## src/pkg/bus_port_defines.svh

```systemverilog
// Dual-channel bus port constants
`ifndef BUS_PORT_DEFINES_SVH
`define BUS_PORT_DEFINES_SVH

// =============================================================
// Clock and line rates
`define CLK_SYS_PERIOD_PS      5000
`define ASYNC_MAX_RATE_KBPS    5000
`define ASYNC_BIT_PERIOD_PS    (1000000000 / `ASYNC_MAX_RATE_KBPS)
// Half cell, rounded up so the rate stays a ceiling
`define ASYNC_HALF_CELL_CYCLES ((`ASYNC_BIT_PERIOD_PS + 2 * `CLK_SYS_PERIOD_PS - 1) / (2 * `CLK_SYS_PERIOD_PS))

// =============================================================
// Framing
`define BYTE_BITS              8
`define IDLE_HALF_CELLS        5
`define PIN_SYNC_WIDTH         5

// =============================================================
// Line levels
`define LINE_IDLE_LEVEL        1'b1
`define TXD_REST_LEVEL         1'b1
`define CTS_REST_LEVEL         1'b0

`endif

```

## src/pkg/bus_port_pkg.sv

```systemverilog
// Bus port types
package bus_port_pkg;

    typedef enum logic [1:0] {
        TX_IDLE,
        TX_SYNC,
        TX_BITS
    } tx_state_t;

    typedef enum logic {
        RX_IDLE,
        RX_ACTIVE
    } rx_state_t;

endpackage

```

## src/design/pin_synchroniser.sv

```systemverilog
// Two-stage synchroniser for pin inputs
`timescale 1ns/1ps

module pin_synchroniser #(
    parameter int WIDTH = 1
) (
    input  wire logic             clk_sys,
    input  wire logic             reset,
    input  wire logic [WIDTH-1:0] async_in,
    output logic      [WIDTH-1:0] sync_out
);

    logic [WIDTH-1:0] stage1;

    // =============================================================
    // Only stage two reads stage one
    always_ff @(posedge clk_sys) begin
        if (reset) begin
            stage1   <= '0;
            sync_out <= '0;
        end else begin
            stage1   <= async_in;
            sync_out <= stage1;
        end
    end

endmodule

```

## src/design/two_entry_buffer.sv

```systemverilog
// Two-entry valid/ready buffer
`timescale 1ns/1ps

module two_entry_buffer #(
    parameter int WIDTH = 8,
    parameter int DEPTH = 2
) (
    input  wire logic             clk_sys,
    input  wire logic             reset,
    input  wire logic [WIDTH-1:0] in_data,
    input  wire logic             in_valid,
    output logic                  in_ready,
    output logic      [WIDTH-1:0] out_data,
    output logic                  out_valid,
    input  wire logic             out_ready
);

    localparam int PW = (DEPTH > 1) ? $clog2(DEPTH) : 1;
    localparam int CW = $clog2(DEPTH + 1);
    localparam logic [CW-1:0] FULL_COUNT = CW'(DEPTH);
    localparam logic [PW-1:0] LAST_SLOT  = PW'(DEPTH - 1);

    logic [WIDTH-1:0] slot [DEPTH];
    logic [PW-1:0]    wr_idx;
    logic [PW-1:0]    rd_idx;
    logic [CW-1:0]    count;
    logic [CW-1:0]    next_count;
    logic             push;
    logic             pop;

    assign push     = in_valid && in_ready;
    assign pop      = out_valid && out_ready;
    assign out_data = slot[rd_idx];

    always_comb begin
        next_count = count;
        if (push && !pop) begin
            next_count = count + CW'(1);
        end else if (pop && !push) begin
            next_count = count - CW'(1);
        end
    end

    // =============================================================
    // Storage and pointers
    always_ff @(posedge clk_sys) begin
        if (push) begin
            slot[wr_idx] <= in_data;
        end
    end

    always_ff @(posedge clk_sys) begin
        if (reset) begin
            wr_idx <= '0;
            rd_idx <= '0;
        end else begin
            if (push) begin
                wr_idx <= (wr_idx == LAST_SLOT) ? '0 : wr_idx + PW'(1);
            end
            if (pop) begin
                rd_idx <= (rd_idx == LAST_SLOT) ? '0 : rd_idx + PW'(1);
            end
        end
    end

    // =============================================================
    // Registered flags: handshakes leave flops
    always_ff @(posedge clk_sys) begin
        if (reset) begin
            count     <= '0;
            in_ready  <= 1'b0;
            out_valid <= 1'b0;
        end else begin
            count     <= next_count;
            in_ready  <= next_count != FULL_COUNT;
            out_valid <= next_count != '0;
        end
    end

endmodule

```

## src/design/dual_channel_bus_port.sv

```systemverilog
// Dual-channel serial bus port
//
// Function
// - Two channels, each with own transmitter, receiver and mode.
// - Data and enable driven while window was set one clock earlier, else released.
// - Separate window per channel.
// - Async mode codes MFM or Manchester, at most 5 Mbit/s.
// - Receive one is idle; RS485 option also takes long zero as idle.
// - Async mode ignores bit clocks, receive error and data valid.
// - Sync mode uses an external bit clock, 5 to 25 Mbit/s.
// - Sync mode drives one lane and enable, takes clocks, error, valid, data.
// - No collision handling; frames need not be Ethernet.
`timescale 1ns/1ps
`include "bus_port_defines.svh"

module dual_channel_bus_port #(
    parameter int CHANNELS         = 2,
    parameter int DATA_W           = `BYTE_BITS,
    parameter int HALF_CELL_CYCLES = `ASYNC_HALF_CELL_CYCLES,
    parameter int IDLE_HALF_CELLS  = `IDLE_HALF_CELLS
) (
    input  wire logic                clk_sys,
    input  wire logic                reset,
    input  wire logic [CHANNELS-1:0] sync_mode,
    input  wire logic [CHANNELS-1:0] mfm_select,
    input  wire logic [CHANNELS-1:0] rs485_mode,
    input  wire logic [CHANNELS-1:0] tx_window,
    input  wire logic [DATA_W-1:0]   tx_data [CHANNELS],
    input  wire logic [CHANNELS-1:0] tx_valid,
    output logic      [CHANNELS-1:0] tx_ready,
    output logic      [DATA_W-1:0]   rx_data [CHANNELS],
    output logic      [CHANNELS-1:0] rx_data_valid,
    output logic      [CHANNELS-1:0] rx_error_seen,
    output logic      [CHANNELS-1:0] rx_frame_end,
    output logic      [CHANNELS-1:0] txd_out,
    output logic      [CHANNELS-1:0] txd_oe,
    output logic      [CHANNELS-1:0] cts_out,
    output logic      [CHANNELS-1:0] cts_oe,
    input  wire logic [CHANNELS-1:0] tx_bit_clock_in,
    input  wire logic [CHANNELS-1:0] rx_error_in,
    input  wire logic [CHANNELS-1:0] rx_bit_clock_in,
    input  wire logic [CHANNELS-1:0] rx_valid_in,
    input  wire logic [CHANNELS-1:0] rxd_in
);

    localparam int TW = $clog2(HALF_CELL_CYCLES + 1);
    localparam int BW = $clog2(DATA_W + 1);
    localparam int RW = $clog2(IDLE_HALF_CELLS + 1);
    localparam logic [TW-1:0] HALF_LAST = TW'(HALF_CELL_CYCLES - 1);
    localparam logic [TW-1:0] HALF_MID  = TW'(HALF_CELL_CYCLES / 2);
    localparam logic [BW-1:0] BYTE_LEN  = BW'(DATA_W);
    localparam logic [RW-1:0] IDLE_RUN  = RW'(IDLE_HALF_CELLS);

    // =============================================================
    // One independent unit per channel
    for (genvar g = 0; g < CHANNELS; g++) begin : chan

        logic [`PIN_SYNC_WIDTH-1:0] pins_s;
        logic                       tck_s;
        logic                       rck_s;
        logic                       rxv_s;
        logic                       rx_error_in_s;
        logic                       rxd_s;
        logic                       tck_q;
        logic                       rck_q;
        logic                       rxv_q;
        logic                       rxd_q;
        logic                       tck_fall;
        logic                       rck_rise;

        pin_synchroniser #(
            .WIDTH    (`PIN_SYNC_WIDTH)
        ) u_pins (
            .clk_sys  (clk_sys),
            .reset    (reset),
            .async_in ({tx_bit_clock_in[g], rx_bit_clock_in[g], rx_valid_in[g], rx_error_in[g], rxd_in[g]}),
            .sync_out (pins_s)
        );

        assign {tck_s, rck_s, rxv_s, rx_error_in_s, rxd_s} = pins_s;

        always_ff @(posedge clk_sys) begin
            if (reset) begin
                tck_q <= 1'b0;
                rck_q <= 1'b0;
                rxv_q <= 1'b0;
                rxd_q <= 1'b0; // Same as synchroniser reset: no false fall
            end else begin
                tck_q <= tck_s;
                rck_q <= rck_s;
                rxv_q <= rck_rise ? rxv_s : rxv_q; // Valid at last receive clock
                rxd_q <= rxd_s;
            end
        end

        // Clock pins only count in synchronous mode
        assign tck_fall = sync_mode[g] && tck_q && !tck_s;
        assign rck_rise = sync_mode[g] && !rck_q && rck_s;

        // =============================================================
        // Buffer: a line stall loses no word
        logic [DATA_W-1:0] buf_data;
        logic              buf_valid;
        logic              buf_take;

        two_entry_buffer #(
            .WIDTH     (DATA_W),
            .DEPTH     (2)
        ) u_buf (
            .clk_sys   (clk_sys),
            .reset     (reset),
            .in_data   (tx_data[g]),
            .in_valid  (tx_valid[g]),
            .in_ready  (tx_ready[g]),
            .out_data  (buf_data),
            .out_valid (buf_valid),
            .out_ready (buf_take)
        );

        // =============================================================
        // Transmitter
        bus_port_pkg::tx_state_t tx_state;
        logic [DATA_W-1:0]       tx_shift;
        logic [BW-1:0]           bits_left;
        logic [TW-1:0]           tx_timer;
        logic                    second_half;
        logic                    prev_bit;
        logic                    late_half;
        logic                    txd_r;
        logic                    cts_r;
        logic                    oe_r;
        logic                    step;
        logic                    have_more;
        logic                    can_load;
        logic                    next_bit;
        logic                    fetch_point;
        logic                    start;
        logic                    first_half;

        assign have_more   = bits_left != '0;
        assign can_load    = buf_valid && tx_window[g];
        assign next_bit    = have_more ? tx_shift[DATA_W-1] : buf_data[DATA_W-1];
        // Sync: one bit per clock fall; async: one half-cell per wrap
        assign step        = sync_mode[g] ? tck_fall : (tx_timer == HALF_LAST);
        assign fetch_point = step && (tx_state == bus_port_pkg::TX_SYNC
                             || (tx_state == bus_port_pkg::TX_BITS && (sync_mode[g] || second_half)));
        assign start       = tx_state == bus_port_pkg::TX_IDLE && can_load && (!sync_mode[g] || tck_fall);
        assign buf_take    = start || (fetch_point && !have_more && can_load);

        // MFM: mid-cell transition for one, cell-start transition between two zeros
        always_comb begin
            if (mfm_select[g]) begin
                first_half = (!next_bit && !prev_bit) ? !txd_r : txd_r;
            end else begin
                first_half = !next_bit;
            end
        end

        always_ff @(posedge clk_sys) begin
            if (reset) begin
                tx_timer <= '0;
            end else if (tx_state == bus_port_pkg::TX_IDLE || sync_mode[g] || tx_timer == HALF_LAST) begin
                tx_timer <= '0;
            end else begin
                tx_timer <= tx_timer + TW'(1);
            end
        end

        always_ff @(posedge clk_sys) begin
            if (reset) begin
                tx_state    <= bus_port_pkg::TX_IDLE;
                tx_shift    <= '0;
                bits_left   <= '0;
                second_half <= 1'b0;
                prev_bit    <= 1'b1;
                late_half   <= 1'b0;
                txd_r       <= `TXD_REST_LEVEL;
                cts_r       <= `CTS_REST_LEVEL;
            end else if (!tx_window[g]) begin
                // Window shut: drop frame
                tx_state  <= bus_port_pkg::TX_IDLE;
                bits_left <= '0;
                txd_r     <= `TXD_REST_LEVEL;
                cts_r     <= `CTS_REST_LEVEL;
            end else begin
                unique case (tx_state)
                    bus_port_pkg::TX_IDLE: begin
                        if (start && sync_mode[g]) begin
                            tx_state  <= bus_port_pkg::TX_BITS;
                            txd_r     <= buf_data[DATA_W-1];
                            cts_r     <= 1'b1;
                            tx_shift  <= buf_data << 1;
                            bits_left <= BW'(DATA_W - 1);
                        end else if (start) begin
                            // Low half-cell lets the receiver align
                            tx_state  <= bus_port_pkg::TX_SYNC;
                            txd_r     <= 1'b0;
                            cts_r     <= 1'b1;
                            tx_shift  <= buf_data;
                            bits_left <= BYTE_LEN;
                            prev_bit  <= 1'b1;
                        end
                    end
                    bus_port_pkg::TX_SYNC,
                    bus_port_pkg::TX_BITS: begin
                        if (step && tx_state == bus_port_pkg::TX_BITS && !sync_mode[g] && !second_half) begin
                            txd_r       <= late_half;
                            second_half <= 1'b1;
                        end else if (fetch_point && (have_more || can_load)) begin
                            tx_state    <= bus_port_pkg::TX_BITS;
                            prev_bit    <= next_bit;
                            second_half <= 1'b0;
                            txd_r       <= sync_mode[g] ? next_bit : first_half;
                            late_half   <= mfm_select[g] ? (first_half ^ next_bit) : next_bit;
                            if (have_more) begin
                                tx_shift  <= tx_shift << 1;
                                bits_left <= bits_left - BW'(1);
                            end else begin
                                tx_shift  <= buf_data << 1;
                                bits_left <= BW'(DATA_W - 1);
                            end
                        end else if (fetch_point) begin
                            tx_state <= bus_port_pkg::TX_IDLE;
                            txd_r    <= `TXD_REST_LEVEL;
                            cts_r    <= `CTS_REST_LEVEL;
                        end
                    end
                endcase
            end
        end

        // Drivers follow own window one clock late
        always_ff @(posedge clk_sys) begin
            if (reset) begin
                oe_r <= 1'b0;
            end else begin
                oe_r <= tx_window[g];
            end
        end

        assign txd_out[g] = txd_r;
        assign cts_out[g] = cts_r;
        assign txd_oe[g]  = oe_r;
        assign cts_oe[g]  = oe_r;

        // =============================================================
        // Receiver
        bus_port_pkg::rx_state_t rx_state;
        logic [DATA_W-1:0]       rx_shift;
        logic [BW-1:0]           rx_count;
        logic [TW-1:0]           rx_timer;
        logic [RW-1:0]           run_len;
        logic                    align_done;
        logic                    rx_second;
        logic                    rx_first;
        logic [DATA_W-1:0]       rx_data_r;
        logic                    rx_valid_r;
        logic                    rx_err_r;
        logic                    rx_end_r;
        logic                    rx_edge;
        logic                    rx_sample;
        logic                    bit_ready;
        logic                    bit_val;
        logic                    line_quiet;

        assign rx_edge    = rxd_q != rxd_s;
        assign rx_sample  = rx_state == bus_port_pkg::RX_ACTIVE && !rx_edge && rx_timer == HALF_MID;
        // A still level for the idle run ends the frame
        assign line_quiet = rx_sample && run_len == IDLE_RUN - RW'(1);
        assign bit_ready  = sync_mode[g] ? (rck_rise && rxv_s)
                                         : (rx_sample && align_done && rx_second && !line_quiet);
        assign bit_val    = sync_mode[g] ? rxd_s : (mfm_select[g] ? (rx_first ^ rxd_s) : rxd_s);

        always_ff @(posedge clk_sys) begin
            if (reset) begin
                rx_timer <= '0;
                run_len  <= '0;
            end else if (rx_edge || rx_state == bus_port_pkg::RX_IDLE) begin
                rx_timer <= '0;
                run_len  <= '0;
            end else begin
                rx_timer <= (rx_timer == HALF_LAST) ? '0 : rx_timer + TW'(1);
                if (rx_sample) begin
                    run_len <= run_len + RW'(1);
                end
            end
        end

        always_ff @(posedge clk_sys) begin
            if (reset) begin
                rx_state   <= bus_port_pkg::RX_IDLE;
                align_done <= 1'b0;
                rx_second  <= 1'b0;
                rx_first   <= 1'b0;
            end else if (sync_mode[g]) begin
                rx_state <= bus_port_pkg::RX_IDLE;
            end else begin
                unique case (rx_state)
                    bus_port_pkg::RX_IDLE: begin
                        // A fall from the idle level opens a frame
                        if (rxd_q == `LINE_IDLE_LEVEL && !rxd_s) begin
                            rx_state   <= bus_port_pkg::RX_ACTIVE;
                            align_done <= 1'b0;
                            rx_second  <= 1'b0;
                        end
                    end
                    bus_port_pkg::RX_ACTIVE: begin
                        if (line_quiet) begin
                            rx_state <= bus_port_pkg::RX_IDLE;
                        end else if (rx_sample && !align_done) begin
                            align_done <= 1'b1;
                        end else if (rx_sample) begin
                            rx_first  <= rxd_s;
                            rx_second <= !rx_second;
                        end
                    end
                endcase
            end
        end

        always_ff @(posedge clk_sys) begin
            if (reset) begin
                rx_shift   <= '0;
                rx_count   <= '0;
                rx_data_r  <= '0;
                rx_valid_r <= 1'b0;
                rx_err_r   <= 1'b0;
                rx_end_r   <= 1'b0;
            end else begin
                rx_valid_r <= 1'b0;
                rx_err_r   <= 1'b0;
                rx_end_r   <= 1'b0;
                if (bit_ready) begin
                    rx_shift <= {rx_shift[DATA_W-2:0], bit_val};
                    if (rx_count == BYTE_LEN - BW'(1)) begin
                        rx_data_r  <= {rx_shift[DATA_W-2:0], bit_val};
                        rx_valid_r <= 1'b1;
                        rx_count   <= '0;
                    end else begin
                        rx_count <= rx_count + BW'(1);
                    end
                end
                if (sync_mode[g]) begin
                    // Taken on receive clock only
                    if (rck_rise && rxv_s && rx_error_in_s) begin
                        rx_err_r <= 1'b1;
                    end
                    if (rck_rise && rxv_q && !rxv_s) begin
                        rx_end_r <= 1'b1;
                        rx_count <= '0;
                    end
                end else if (line_quiet) begin
                    // Long low breaks idle-high unless RS485
                    rx_end_r <= 1'b1;
                    rx_err_r <= !rxd_s && !rs485_mode[g];
                    rx_count <= '0;
                end
            end
        end

        assign rx_data[g]       = rx_data_r;
        assign rx_data_valid[g] = rx_valid_r;
        assign rx_error_seen[g] = rx_err_r;
        assign rx_frame_end[g]  = rx_end_r;
    end

endmodule

```

## config.mk

```make
export PLATFORM = sky130hd
export DESIGN_NAME = dual_channel_bus_port
export DESIGN_NICKNAME = d
export VERILOG_FILES = /design/src/pkg/bus_port_pkg.sv /design/src/design/pin_synchroniser.sv /design/src/design/two_entry_buffer.sv /design/src/design/dual_channel_bus_port.sv
export VERILOG_INCLUDE_DIRS = /design/src /design/src/pkg
export SDC_FILE = /design/constraint.sdc
export NUM_CORES = 1
export LEC_CHECK = 0
export ABC_AREA = 1
export ABC_CLOCK_PERIOD_IN_PS = 2350
export BUFFER_PORTS_ARGS = -buffer_cell sky130_fd_sc_hd__buf_2
export CAP_MARGIN = 20
export CORE_MARGIN = 2
export CORE_UTILIZATION = 60
export DETAILED_ROUTE_END_ITERATION = 10
export PLACE_DENSITY = 0.8
export SLEW_MARGIN = 20
export SYNTH_ARGS = -nofsm -noshare
export SYNTH_HDL_FRONTEND = slang
export SYNTH_SLANG_ARGS = --single-unit
```

## constraint.sdc

```tcl
create_clock -name clk_sys -period 2.35 [get_ports clk_sys]
set_clock_uncertainty 0.2 [all_clocks]
set_input_delay 0.47 -clock clk_sys [delete_from_list [all_inputs] [get_ports clk_sys]]
set_output_delay 0.47 -clock clk_sys [all_outputs]
set_load 0.01 [all_outputs]
```

### Word level (Yosys, flattened, before mapping)

Memory sizes are Yosys's and may differ from the RTL's. A register that Yosys moved wholly into a read port is not among the register bits.
Cells that the tools add are included.

| word-level totals | value |
|---|---|
| bits in registers | 158 |
| latch bits | 0 |
| output and inout port bits | 32 |
| memories | 2 |
| logic and storage cells | 466 |
| memory bits (read-only) | 0 |
| input bits | 38 |
| memory bits (writable) | 32 |

| cells by class | value |
|---|---|
| equality and inequality tests | 46 |
| add/sub/neg operators | 18 |
| div/mod/pow operators | 0 |
| shift operators | 0 |
| multipliers | 0 |
| bitwise logic cells | 18 |
| reduce and logical (&&, ||, !) cells | 164 |
| muxes and demuxes | 152 |
| $lt $le $gt $ge | 0 |

Memory list:

| memory | depth | bits a word | rd ports | clocked after memory_dff | wr ports | line | text |
|---|---|---|---|---|---|---|---|
| chan[0].u_buf.slot | 2 | 8 | 1 | 1 | 1 | two_entry_buffer.sv:23 | `logic [WIDTH-1:0] slot [DEPTH];` |
| chan[1].u_buf.slot | 2 | 8 | 1 | 1 | 1 | two_entry_buffer.sv:23 |  |

Operators with widths:

| cell | count |
|---|---|
| 1-bit 2-to-1 mux | 90 |
| 4-bit 2-to-1 mux | 20 |
| 8-bit 2-to-1 mux | 10 |
| 1-bit logical AND | 68 |
| 2-bit inequality test (second input constant) | 18 |
| 1-bit logical NOT | 34 |
| 8-bit case mux with 2 select lines | 2 |
| 4-bit AND reduction | 8 |
| 5-bit AND reduction | 6 |
| 2-bit 2-to-1 mux | 14 |
| 1-bit case mux with 2 select lines | 12 |
| 2-bit OR reduction | 12 |
| 5-bit by 1-bit adder with 5-bit output (second input constant) | 4 |
| 5-bit == test (second input constant) | 4 |
| 3-bit AND reduction | 6 |
| 1-bit logical OR | 16 |
| 4-bit case mux with 2 select lines | 2 |
| 1-bit NOT | 14 |
| 2-bit by 1-bit inequality test with 1-bit output (second input constant) | 6 |
| 5-bit by 4-bit == test with 1-bit output (second input constant) | 2 |
| 4-bit by 1-bit adder with 4-bit output (second input constant) | 2 |
| 4-bit by 3-bit == test with 1-bit output (second input constant) | 2 |
| 4-bit inequality test (second input constant) | 2 |
| 2-bit case mux with 2 select lines | 2 |
| 17 further kinds | 42 |

### Logic depth before layout (Yosys ltp)

Gate-level depths: netlist of run 1.

| logic depth | value |
|---|---|
| depth in word-level cells | 12 |
| depth in mapped cells | 14 |
| mapped depth without buffers | 14 |

### Hierarchy

Synthesis of run 1 repeated with hierarchy kept, for this count alone.

| second synthesis, totals | value |
|---|---|
| cells, all modules | 1083 |
| area, all modules | 8642.0 um^2 |

By module, submodules not included:

| module | area each (um^2) | cells an instance | instances | sequential area each (um^2) |
|---|---|---|---|---|
| dual_channel_bus_port | 6283.5 | 883 | 1 | 2522.4 |
| two_entry_buffer at chan[0].u_buf | 898.4 | 70 | 1 | 620.6 |
| two_entry_buffer at chan[1].u_buf | 887.1 | 68 | 1 | 620.6 |
| pin_synchroniser | 286.5 | 31 | 2 | 200.2 |

### Worst setup path before layout of run 1

OpenSTA, ideal clock, no wires.

| timing path | value |
|---|---|
| path kind | register -> register |
| from | register chan[1].u_pins.sync_out[0] |
| to | register chan[1].rx_count[1] |
| required time | 2.034 ns |
| setup time | 0.116 ns |
| period minus slack after synthesis | 2.008 ns |
| buffers on the path | 1 |
| slack | 0.342 ns |
| cell stages (with the launch flop) | 12 |
| arrival time | 1.692 ns |
| path through | dfxtp_1 inv_1 ha_1 nand2_2 nor2_4 nand3_4 nor2_4 nand3_2 nand2_4 nand2_4 buf_4 o211a_1 |

| between the ends | value |
|---|---|
| cells in the longest elaborated chain, start to end | 11 |
| elaborated cells on any way between the ends | 14 |
| those cells by class | eq/ne: 1; mux: 5; reduce/logical: 8 |

Ends and longest elaborated chain:

| element | line | text |
|---|---|---|
| start: declaration | pin_synchroniser.sv:10 | `output logic [WIDTH-1:0] sync_out` |
| start signal: assignment | pin_synchroniser.sv:23 | `sync_out <= stage1;` |
| 1-bit inequality test (*) | dual_channel_bus_port.sv:266 | `assign rx_edge = rxd_q != rxd_s;` |
| 1-bit logical NOT (*) | dual_channel_bus_port.sv:267 | `assign rx_sample = rx_state == bus_port_pkg::RX_ACTIVE && !rx_edge && rx_timer == HALF_MID;` |
| 1-bit logical AND (*) (2 in series) | dual_channel_bus_port.sv:267 |  |
| 1-bit logical AND (on tied branches) | dual_channel_bus_port.sv:271, dual_channel_bus_port.sv:269 |  |
| 1-bit logical AND / 1-bit logical NOT (equally long branches) | dual_channel_bus_port.sv:271 | `: (rx_sample && align_done && rx_second && !line_quiet);` |
| 1-bit logical AND | dual_channel_bus_port.sv:271 |  |
| 1-bit 2-to-1 mux | dual_channel_bus_port.sv:270 | `assign bit_ready = sync_mode[g] ? (rck_rise && rxv_s)` |
| 4-bit 2-to-1 mux | dual_channel_bus_port.sv:333 | `if (bit_ready) begin` |
| 4-bit 2-to-1 mux (on tied branches) | dual_channel_bus_port.sv:352, dual_channel_bus_port.sv:348 |  |
| 4-bit 2-to-1 mux (*) | dual_channel_bus_port.sv:343 | `if (sync_mode[g]) begin` |
| end signal: assignment | dual_channel_bus_port.sv:340 | `rx_count <= rx_count + BW'(1);` |
| end: declaration | dual_channel_bus_port.sv:250 | `logic [BW-1:0] rx_count;` |

Every way passes the cells marked *; elsewhere a longest branch is shown, timed or not.
A chain may end at the register's enable or synchronous reset.

### Final worst setup path of run 1

| timing path | value |
|---|---|
| from | register chan[0].u_pins.sync_out[0] |
| to | register chan[0].rx_data_r[4] |

| between the ends | value |
|---|---|
| cells in the longest elaborated chain, start to end | 9 |
| elaborated cells on any way between the ends | 11 |
| those cells by class | eq/ne: 1; mux: 1; reduce/logical: 9 |

Ends and longest elaborated chain:

| element | line | text |
|---|---|---|
| start: declaration | pin_synchroniser.sv:10 |  |
| start signal: assignment | pin_synchroniser.sv:23 |  |
| 1-bit inequality test (*) | dual_channel_bus_port.sv:266 |  |
| 1-bit logical NOT (*) | dual_channel_bus_port.sv:267 |  |
| 1-bit logical AND (*) (2 in series) | dual_channel_bus_port.sv:267 |  |
| 1-bit logical AND (on tied branches) | dual_channel_bus_port.sv:271, dual_channel_bus_port.sv:269 |  |
| 1-bit logical AND / 1-bit logical NOT (equally long branches) | dual_channel_bus_port.sv:271 |  |
| 1-bit logical AND (*) | dual_channel_bus_port.sv:271 |  |
| 1-bit 2-to-1 mux (*) | dual_channel_bus_port.sv:270 |  |
| 2-bit AND reduction (no line) (*) | n/a |  |
| end signal: assignment | dual_channel_bus_port.sv:336 | `rx_data_r <= {rx_shift[DATA_W-2:0], bit_val};` |
| end: declaration | dual_channel_bus_port.sv:256 | `logic [DATA_W-1:0] rx_data_r;` |

Marks and branches as above.

==> impl_metrics.toml, run 1 <==
[status]
outcome = "completed"

[synth]
mappedNetlistArea_mm2 = 0.00849
synth_top_family_by_area = "simple AND/OR/NAND/NOR gates"
synth_cell_types = 47
syn_avg_cell_area_um2 = 7.87
syn_nets = 1141
synth.ff_latch_count = 192
mux_contribution_to_synthesized_area_pct = 0.354
compound_gate_fraction_of_synth_area_pct = 9.96
yosys.area_share.adder_pct = 3.54
ys_warn_count = 0
asyncSetResetFlopFracSynth_pct = 0
synth-simple-area-share_pct = 27.1
synth_enable_flop_cells = 32
seq_area_frac_synth_pct = 49.0
synth_xor_area_share_pct = 1.34
dominantRegCellSynth = "sky130_fd_sc_hd__dfxtp_1"
synthesis.instances = 1079

[clocking]
cts_tree = "yes"
cts_buffer_depth = 2
cts_buffers = 17
clockRootBuffer = "sky130_fd_sc_hd__clkbuf_16"
worst_skew_pair.late_latency_ps = 450
clock_sink_count = 192
ctsHtreeMaxLevel = 4
post_cts_clock_slew_at_the_launch_and_capture_registers_of_the_worst_setup_and_hold_paths_ps = 70

[global_routing]
grt_first_pass_wirelength_um = 27900
number_of_global_route_vias_before_repair = 6372
track_usage_pct = 23.3
grt_max_degree = 28
grt_remaining_overflow = 0
initial_antenna_violation_count = 1

[pwr]
static-leakage-power_nw = 4.35
power_density_mw_per_mm2 = 764
power.total_mw = 7.39
max-vdd-ir-drop_uv = 623

[timing]
final_period_minus_worst_setup_slack_ps = 2220
period_share_pct = 94.3
report.final.slew_viol_count = 0
max_slew_margin_pct = 55.2
max_freq_mhz = 451
finish_stage_setup_viols = 0
worstMarginPinSlew_ps = 672
hold_violations = 0

[floorplanning]
die_area_mm2 = 0.0151
die_h_um = 123
core_mm2 = 0.0138
dieWidth_um = 123
floorplan.rows = 43
initial_core_util_pct = 61.4
design.portCount = 70

[detailed_routing]
met3_wirelength_um = 792
drc_errors = 0
drt_pass_1_iters = 5
dr.first_iter.drc_count = 635
postRouteWirelength_um = 17200
vias = 7047
drtAntennaViolNets = 0
post_drt_via_cell_ratio = 5.22
wl_met1_um = 7960
top_layer = "met4"
avgRoutedWirePerCell_um = 12.7
wl_met2_um = 8110

[worst_setup_path]
critPathMostFrequentCell = "sky130_fd_sc_hd__nand2_1"
max_stage_delay_ps = 350
list_of_cells_traversed_by_the_critical_path = "inv_1 -> ha_1 -> nand2_1 -> nor2_1 -> nand2_2 -> inv_2 -> nand3_2 -> nor2_4 -> nand2_4 -> nand2_8 -> nand2_8 -> nor2_8 -> nand2_1 -> nand2_1"
startpoint_type = "flip-flop"
worstSetupEndpointType = "flip-flop"
cpMaxStageDelayCell = "sky130_fd_sc_hd__dfxtp_2"
critPathArrivalTime_ps = 2400
timing.setup.critical_path_class = "reg -> reg"
crit_fanout = 10
critPathRequiredTime_ps = 2530

[finish]
final-seq-area_mm2 = 0.00417
layout.cells.most_common = "sky130_fd_sc_hd__nand2_1"
layout.cells.most_common_list = "sky130_fd_sc_hd__nand2_1 (237), sky130_fd_sc_hd__dfxtp_1 (159), sky130_fd_sc_hd__nor2_1 (146), sky130_fd_sc_hd__inv_1 (125), sky130_fd_sc_hd__o21ai_0 (76)"
design_area_final_mm2 = 0.00968
nFillCells = 1096
multiInputGateArea_mm2 = 0.00363
final_layout_size_suffix_gt1_share_pct = 14.5
design.final.nets = 1219
area_delta_synth_final_pct = 13.9

[run]
maxCapViolCount = 0

[placed_design]
count_of_input_and_output_buffers = 69
routabilityCongestion = 0.851
dpl_cell_area_mm2 = 0.00899
dp.final_hpwl_um = 12000

[hold_path]
worst_hold_path_type = "in -> reg"
-- critical path, delay by kind of cell (launching register included) --
family        cells  cell delay, ps
simple gates     11            1190
flops             1             350
buf+inv           2             160
fa+ha+maj         1             280
-- stage by stage --
step / setup slack [ps] / hold slack [ps] / TNS (ps) / std cells / util [%]
2_1_floorplan: 342 / 188 / 0 / 1079 / -
3_3_place_gp: 143 / 189 / 0 / 1311 / 65.0
3_5_place_dp: 32.8 / 195 / 0 / 1311 / 65.0
4_1_cts: 22.0 / 6.11 / 0 / 1343 / 69.2
5_1_grt: -51.6 / 0.945 / -160 / 1351 / 70.0
6_report: 133 / 10.6 / 0 / 1351 / 70.0
-- sequential cells by signal, summed over array words and instances, names as in the netlist, 4 cells and up, named ones only --
name / count
chan.bits_left: 8
chan.run_len: 6
chan.rx_count: 8
chan.rx_data_r: 16
chan.rx_shift: 14
chan.rx_timer: 10
chan.tx_shift: 16
chan.tx_state: 4
chan.tx_timer: 10
chan.u_buf.count: 4
chan.u_buf.slot: 32
chan.u_pins.stage1: 10
chan.u_pins.sync_out: 10
-- path summary, 6_finish.rpt --
kind                            slack [ps]                        from                    endpoint  cells after the start
worst min register to register         200    chan[0].u_pins.stage1[0]  chan[0].u_pins.sync_out[0]                      2
worst max-delay path                   130  chan[0].u_pins.sync_out[0]        chan[0].rx_data_r[4]                     14
worst min-delay path                    10                 tx_data[13]    chan[0].u_buf.slot[1][5]                      1
worst max register to register         130  chan[0].u_pins.sync_out[0]        chan[0].rx_data_r[4]                     14
-- kinds of logic (layout without fill, tap and decap cells) --
logic type	Yosys count	count (layout)
compound gates	161	161
buf+inv	168	259
flops	192	192
xor+xnor	13	13
fa+ha+maj	24	24
mux	3	3
simple gates	518	518
other cells	0	1
-- power breakdown --
| group | switching (mW) | total [mW] | internal [mW] |
|---|---|---|---|
| sequential | 0.0808 | 3.60 | 3.52 |
| combinational | 0.655 | 1.00 | 0.350 |
| clock | 1.37 | 2.79 | 1.42 |
-- synth_stat cells, types with 2 or more instances --
cell / number / area [um^2]
sky130_fd_sc_hd__o21ai_0: 76 / 380
sky130_fd_sc_hd__or2_2: 8 / 50.1
sky130_fd_sc_hd__nand3_2: 3 / 30.0
sky130_fd_sc_hd__nor3_1: 9 / 45.0
sky130_fd_sc_hd__nor3_2: 3 / 30.0
sky130_fd_sc_hd__o211ai_1: 4 / 30.0
sky130_fd_sc_hd__nand2_2: 4 / 25.0
sky130_fd_sc_hd__a211oi_1: 2 / 15.0
sky130_fd_sc_hd__mux2i_1: 3 / 30.0
sky130_fd_sc_hd__dfxtp_1: 160 / 3200
sky130_fd_sc_hd__nor2_1: 146 / 548
sky130_fd_sc_hd__nand3b_1: 2 / 15.0
sky130_fd_sc_hd__edfxtp_1: 32 / 961
sky130_fd_sc_hd__buf_2: 3 / 15.0
sky130_fd_sc_hd__xor2_1: 12 / 105
sky130_fd_sc_hd__inv_1: 125 / 469
sky130_fd_sc_hd__clkbuf_1: 12 / 45.0
sky130_fd_sc_hd__a31oi_1: 3 / 18.8
sky130_fd_sc_hd__nor2_2: 3 / 18.8
sky130_fd_sc_hd__nand4_1: 12 / 75.1
sky130_fd_sc_hd__buf_4: 21 / 158
sky130_fd_sc_hd__ha_1: 24 / 300
sky130_fd_sc_hd__nand3_4: 2 / 35.0
sky130_fd_sc_hd__inv_2: 3 / 11.3
sky130_fd_sc_hd__nand2_1: 239 / 897
sky130_fd_sc_hd__nor2_4: 4 / 45.0
sky130_fd_sc_hd__a21oi_1: 68 / 340
sky130_fd_sc_hd__nand3_1: 73 / 365
sky130_fd_sc_hd__nand2_4: 5 / 56.3
-- final cells by class --
cell class | count | area share, %
inverter | 130 | 5.12
clock buffer | 18 | 4.44
timing repair buffer | 97 | 6.05
tap | 180 | 2.33
antenna | 1 | 0.0259
multi-input combinational | 719 | 37.5
clock inverter | 14 | 1.49
sequential | 192 | 43.0
-- timing repair --
action                                  4_1_cts  5_1_grt
hold buffers                                  0        2
endpoints found under the hold margin         0        4
buffers inserted                              0        5
gates resized for setup                       0        8
endpoints found under the setup margin        0       27
-- layer usage --
metal,global-route usage [%],up-vias
li1,-,3625
met1,29.4,3225
met2,39.2,169
met3,5.35,28
met4,8.74,0
met5,0,-
Note: power is estimated with default switching activity, not from simulation.
==> inputs of run 2 (changes only) <==
--- a/config.mk
+++ b/config.mk
@@ -6,7 +6,6 @@
 export SDC_FILE = /design/constraint.sdc
 export NUM_CORES = 1
 export LEC_CHECK = 0
-export ABC_AREA = 1
 export ABC_CLOCK_PERIOD_IN_PS = 2350
 export BUFFER_PORTS_ARGS = -buffer_cell sky130_fd_sc_hd__buf_2
 export CAP_MARGIN = 20
==> run 2 against run 1 <==
Net effect:
- combinational power shrank 33%
- cell count shrank 13%
- synthesized cell count shrank 19%
- cell area grew 4.8%
- first-iteration DRC count shrank 16%
- via count shrank 8.7%
- clock-buffer cell count shrank 1
- maximum frequency shrank 3.7%
- sequential share of layout area shrank 1.9 points
- critical endpoint is now chan[1].tx_shift[0]
- sequential cell count is the same
- critical path depth shrank 5
==> impl_metrics.toml, run 2 <==
[timing]
hold_violations = 0
report.final.slew_viol_count = 0
max_slew_margin_pct = 57.2
max_freq_mhz = 434
worstMarginPinSlew_ps = 642
period_share_pct = 98.0
postLayoutSetupSlackWorst_ps = 47.2
final_period_minus_worst_setup_slack_ps = 2300
setup-tns-final_ps = 0
finish_stage_setup_viols = 0
rsz0062_at_grt = "true"

[synth]
dominantRegCellSynth = "sky130_fd_sc_hd__dfxtp_1"
mappedNetlistArea_mm2 = 0.00840
syn_avg_cell_area_um2 = 9.65
yosys.cell_count.top_type = "sky130_fd_sc_hd__dfxtp_1"
syn_nets = 933
synthTopCellsByArea = "sky130_fd_sc_hd__dfxtp_1 (38%), sky130_fd_sc_hd__edfxtp_1 (11%), sky130_fd_sc_hd__mux2i_1 (7.1%), sky130_fd_sc_hd__nor2_1 (6.1%), sky130_fd_sc_hd__ha_1 (3.6%)"
synth_top_area_share_pct = 38.1
synth_commonest_cells = "sky130_fd_sc_hd__dfxtp_1 (160), sky130_fd_sc_hd__nor2_1 (137), sky130_fd_sc_hd__mux2i_1 (60), sky130_fd_sc_hd__a21oi_1 (48), sky130_fd_sc_hd__nand2_1 (47)"
synth.ff_latch_count = 192
synth_cell_types = 69
asyncSetResetFlopFracSynth_pct = 0
synth_top_cell_by_area = "sky130_fd_sc_hd__dfxtp_1"
seq_area_frac_synth_pct = 49.5
synthesis.instances = 871
ys_warn_count = 0
synth_enable_flop_cells = 32

[clocking]
postCtsHoldBufs = 0
cts_tree = "yes"
worst_skew_pair.late_latency_ps = 430
post_cts_clock_slew_at_the_launch_and_capture_registers_of_the_worst_setup_and_hold_paths_ps = 70
ctsHtreeMaxLevel = 4
cts_buffer_depth = 2
clock_sink_count = 192
clockRootBuffer = "sky130_fd_sc_hd__clkbuf_16"
cts_buffers = 17

[placed_design]
dp.final_hpwl_um = 11100
routabilityCongestion = 0.921
count_of_input_and_output_buffers = 69
dpl_cell_area_mm2 = 0.00915
numPlacedInstances = 1121
dp_worst_setup_slack_ps = -62.5

[finish]
largest_registers = "chan.u_buf.slot: 32 flops, chan.rx_data_r: 16 flops, chan.tx_shift: 16 flops"
area_delta_synth_final_pct = 20.6
design_area_final_mm2 = 0.0101
final_layout_size_suffix_gt1_share_pct = 24.0
largest-register = "chan.u_buf.slot"
final_cell_count_without_fillers = 1169
largest_register_ff_count = 32
layout.cells.most_common = "sky130_fd_sc_hd__dfxtp_1"
layout.cells.most_common_list = "sky130_fd_sc_hd__dfxtp_1 (154), sky130_fd_sc_hd__nor2_1 (132), sky130_fd_sc_hd__buf_2 (69), sky130_fd_sc_hd__buf_4 (61), sky130_fd_sc_hd__mux2i_1 (58)"
antenna_diode_instance_count = 0
design.final.nets = 1038

[global_routing]
number_of_global_route_vias_before_repair = 6017
grt_remaining_overflow = 0
grt_max_degree = 41
track_usage_pct = 22.9
initial_antenna_violation_count = 0
grt_first_pass_wirelength_um = 27600

[pwr]
max-vdd-ir-drop_uv = 634
total_switching_power_mw = 1.83
comb_power_share_pct = 9.5
power.sequential.fraction_pct = 50.0
power_density_mw_per_mm2 = 690
power.total_mw = 7.00
clock_power_share_pct = 40.4
static-leakage-power_nw = 4.09
power_report.internal_total_mw = 5.16
sw_frac_of_total_pct = 26.2

[floorplanning]
die_h_um = 122
design.portCount = 70
die_area_mm2 = 0.0150
floorplan.rows = 43
dieWidth_um = 122
core_mm2 = 0.0138
initial_core_util_pct = 61.0

[detailed_routing]
avgRoutedWirePerCell_um = 14.7
dr.first_iter.drc_count = 534
vias = 6432
drc_errors = 0
post_drt_via_cell_ratio = 5.50
drt_pass_1_iters = 5
postRouteWirelength_um = 17100
drtAntennaViolNets = 0

[worst_setup_path]
critPathArrivalTime_ps = 2470
startpoint_type = "flip-flop"
worstSetupEndpointType = "flip-flop"
critPathRequiredTime_ps = 2510
timing.setup.critical_path_class = "reg -> reg"
crit_fanout = 8

[status]
outcome = "completed"

[hold_path]
worst_hold_path_type = "in -> reg"

[run]
maxCapViolCount = 0
run 2: cell families (layout without fill, tap and decap cells):
kind of cell / count (synthesis) / count (layout) / synth area share (%)
AND/OR/NAND/NOR: 321 / 321 / 19.0
flip-flops: 192 / 192 / 49.5
XOR/XNOR: 29 / 29 / 3.02
adder cells (fa/ha/maj): 24 / 24 / 3.57
AO/OA/AOI/OAI: 152 / 152 / 12.2
multiplexers: 64 / 64 / 7.68
buffers and inverters: 89 / 207 / 5.00
run 2: final timing paths:
| path | slack [ps] | depth (start not counted) | end | startpoint |
|---|---|---|---|---|
| setup / recovery | 50 | 9 | chan[1].tx_shift[0] | chan[1].tx_timer[0] |
| hold / removal | 20 | 1 | chan[0].u_buf.slot[0][4] | tx_data[12] |
| setup reg to reg | 50 | 9 | chan[1].tx_shift[0] | chan[1].tx_timer[0] |
| hold reg to reg | 240 | 1 | chan[0].u_pins.sync_out[4] | chan[0].u_pins.stage1[4] |
run 2: timing repair:
item | in CTS | in global routing
endpoints found under the setup margin | 12 | 59
cloned | 1 | 3
gates resized for setup | 9 | 50
setup buffers | 4 | 8
pin swaps | 3 | 19
run 2: per-stage QoR:
stage,util (%),hold slack (ps)
after global routing,73.6,3.79
after floorplan,-,214
final,73.6,21.5
after global placement,66.5,218
after CTS,71.3,2.65
after detailed placement,66.5,227
run 2: critical path, cell delays in order, from the launching register on:
cell	delay, ps
sky130_fd_sc_hd__dfxtp_4	350
sky130_fd_sc_hd__ha_4	150
sky130_fd_sc_hd__and4bb_2	250
sky130_fd_sc_hd__and3_4	180
sky130_fd_sc_hd__or3_4	350
sky130_fd_sc_hd__a211oi_4	220
sky130_fd_sc_hd__buf_6	160
sky130_fd_sc_hd__buf_12	120
sky130_fd_sc_hd__nand3b_1	90
sky130_fd_sc_hd__a21oi_2	160
run 2: cell type report:
| class | count | area [um^2] |
|---|---|---|
| multi-input cells | 590 | 4050 |
| repair buffers | 140 | 968 |
| clock inverters | 15 | 166 |
| inverters | 35 | 131 |
| flip-flops and latches | 192 | 4170 |
| well taps | 180 | 225 |
| fillers | 986 | 3630 |
| clock buffers | 17 | 425 |
run 2: power groups by stage:
| stage | combinational [mW] | clock (mW) | sequential, mW |
|---|---|---|---|
| finish | 0.668 | 2.83 | 3.50 |
| floorplan | 0.415 | 0 | 3.56 |
| global route | 0.735 | 3.02 | 3.51 |
| detailed placement | 0.592 | 0 | 3.57 |
| global placement | 0.580 | 0 | 3.57 |
| CTS | 0.619 | 2.87 | 3.50 |
run 2: routing by layer:
| metal | GRT usage [%] | routed length [um] |
|---|---|---|
| met5 | 0 | 0 |
| met4 | 5.75 | 204 |
| met3 | 5.48 | 699 |
| met2 | 39.3 | 8660 |
| met1 | 28.9 | 7580 |
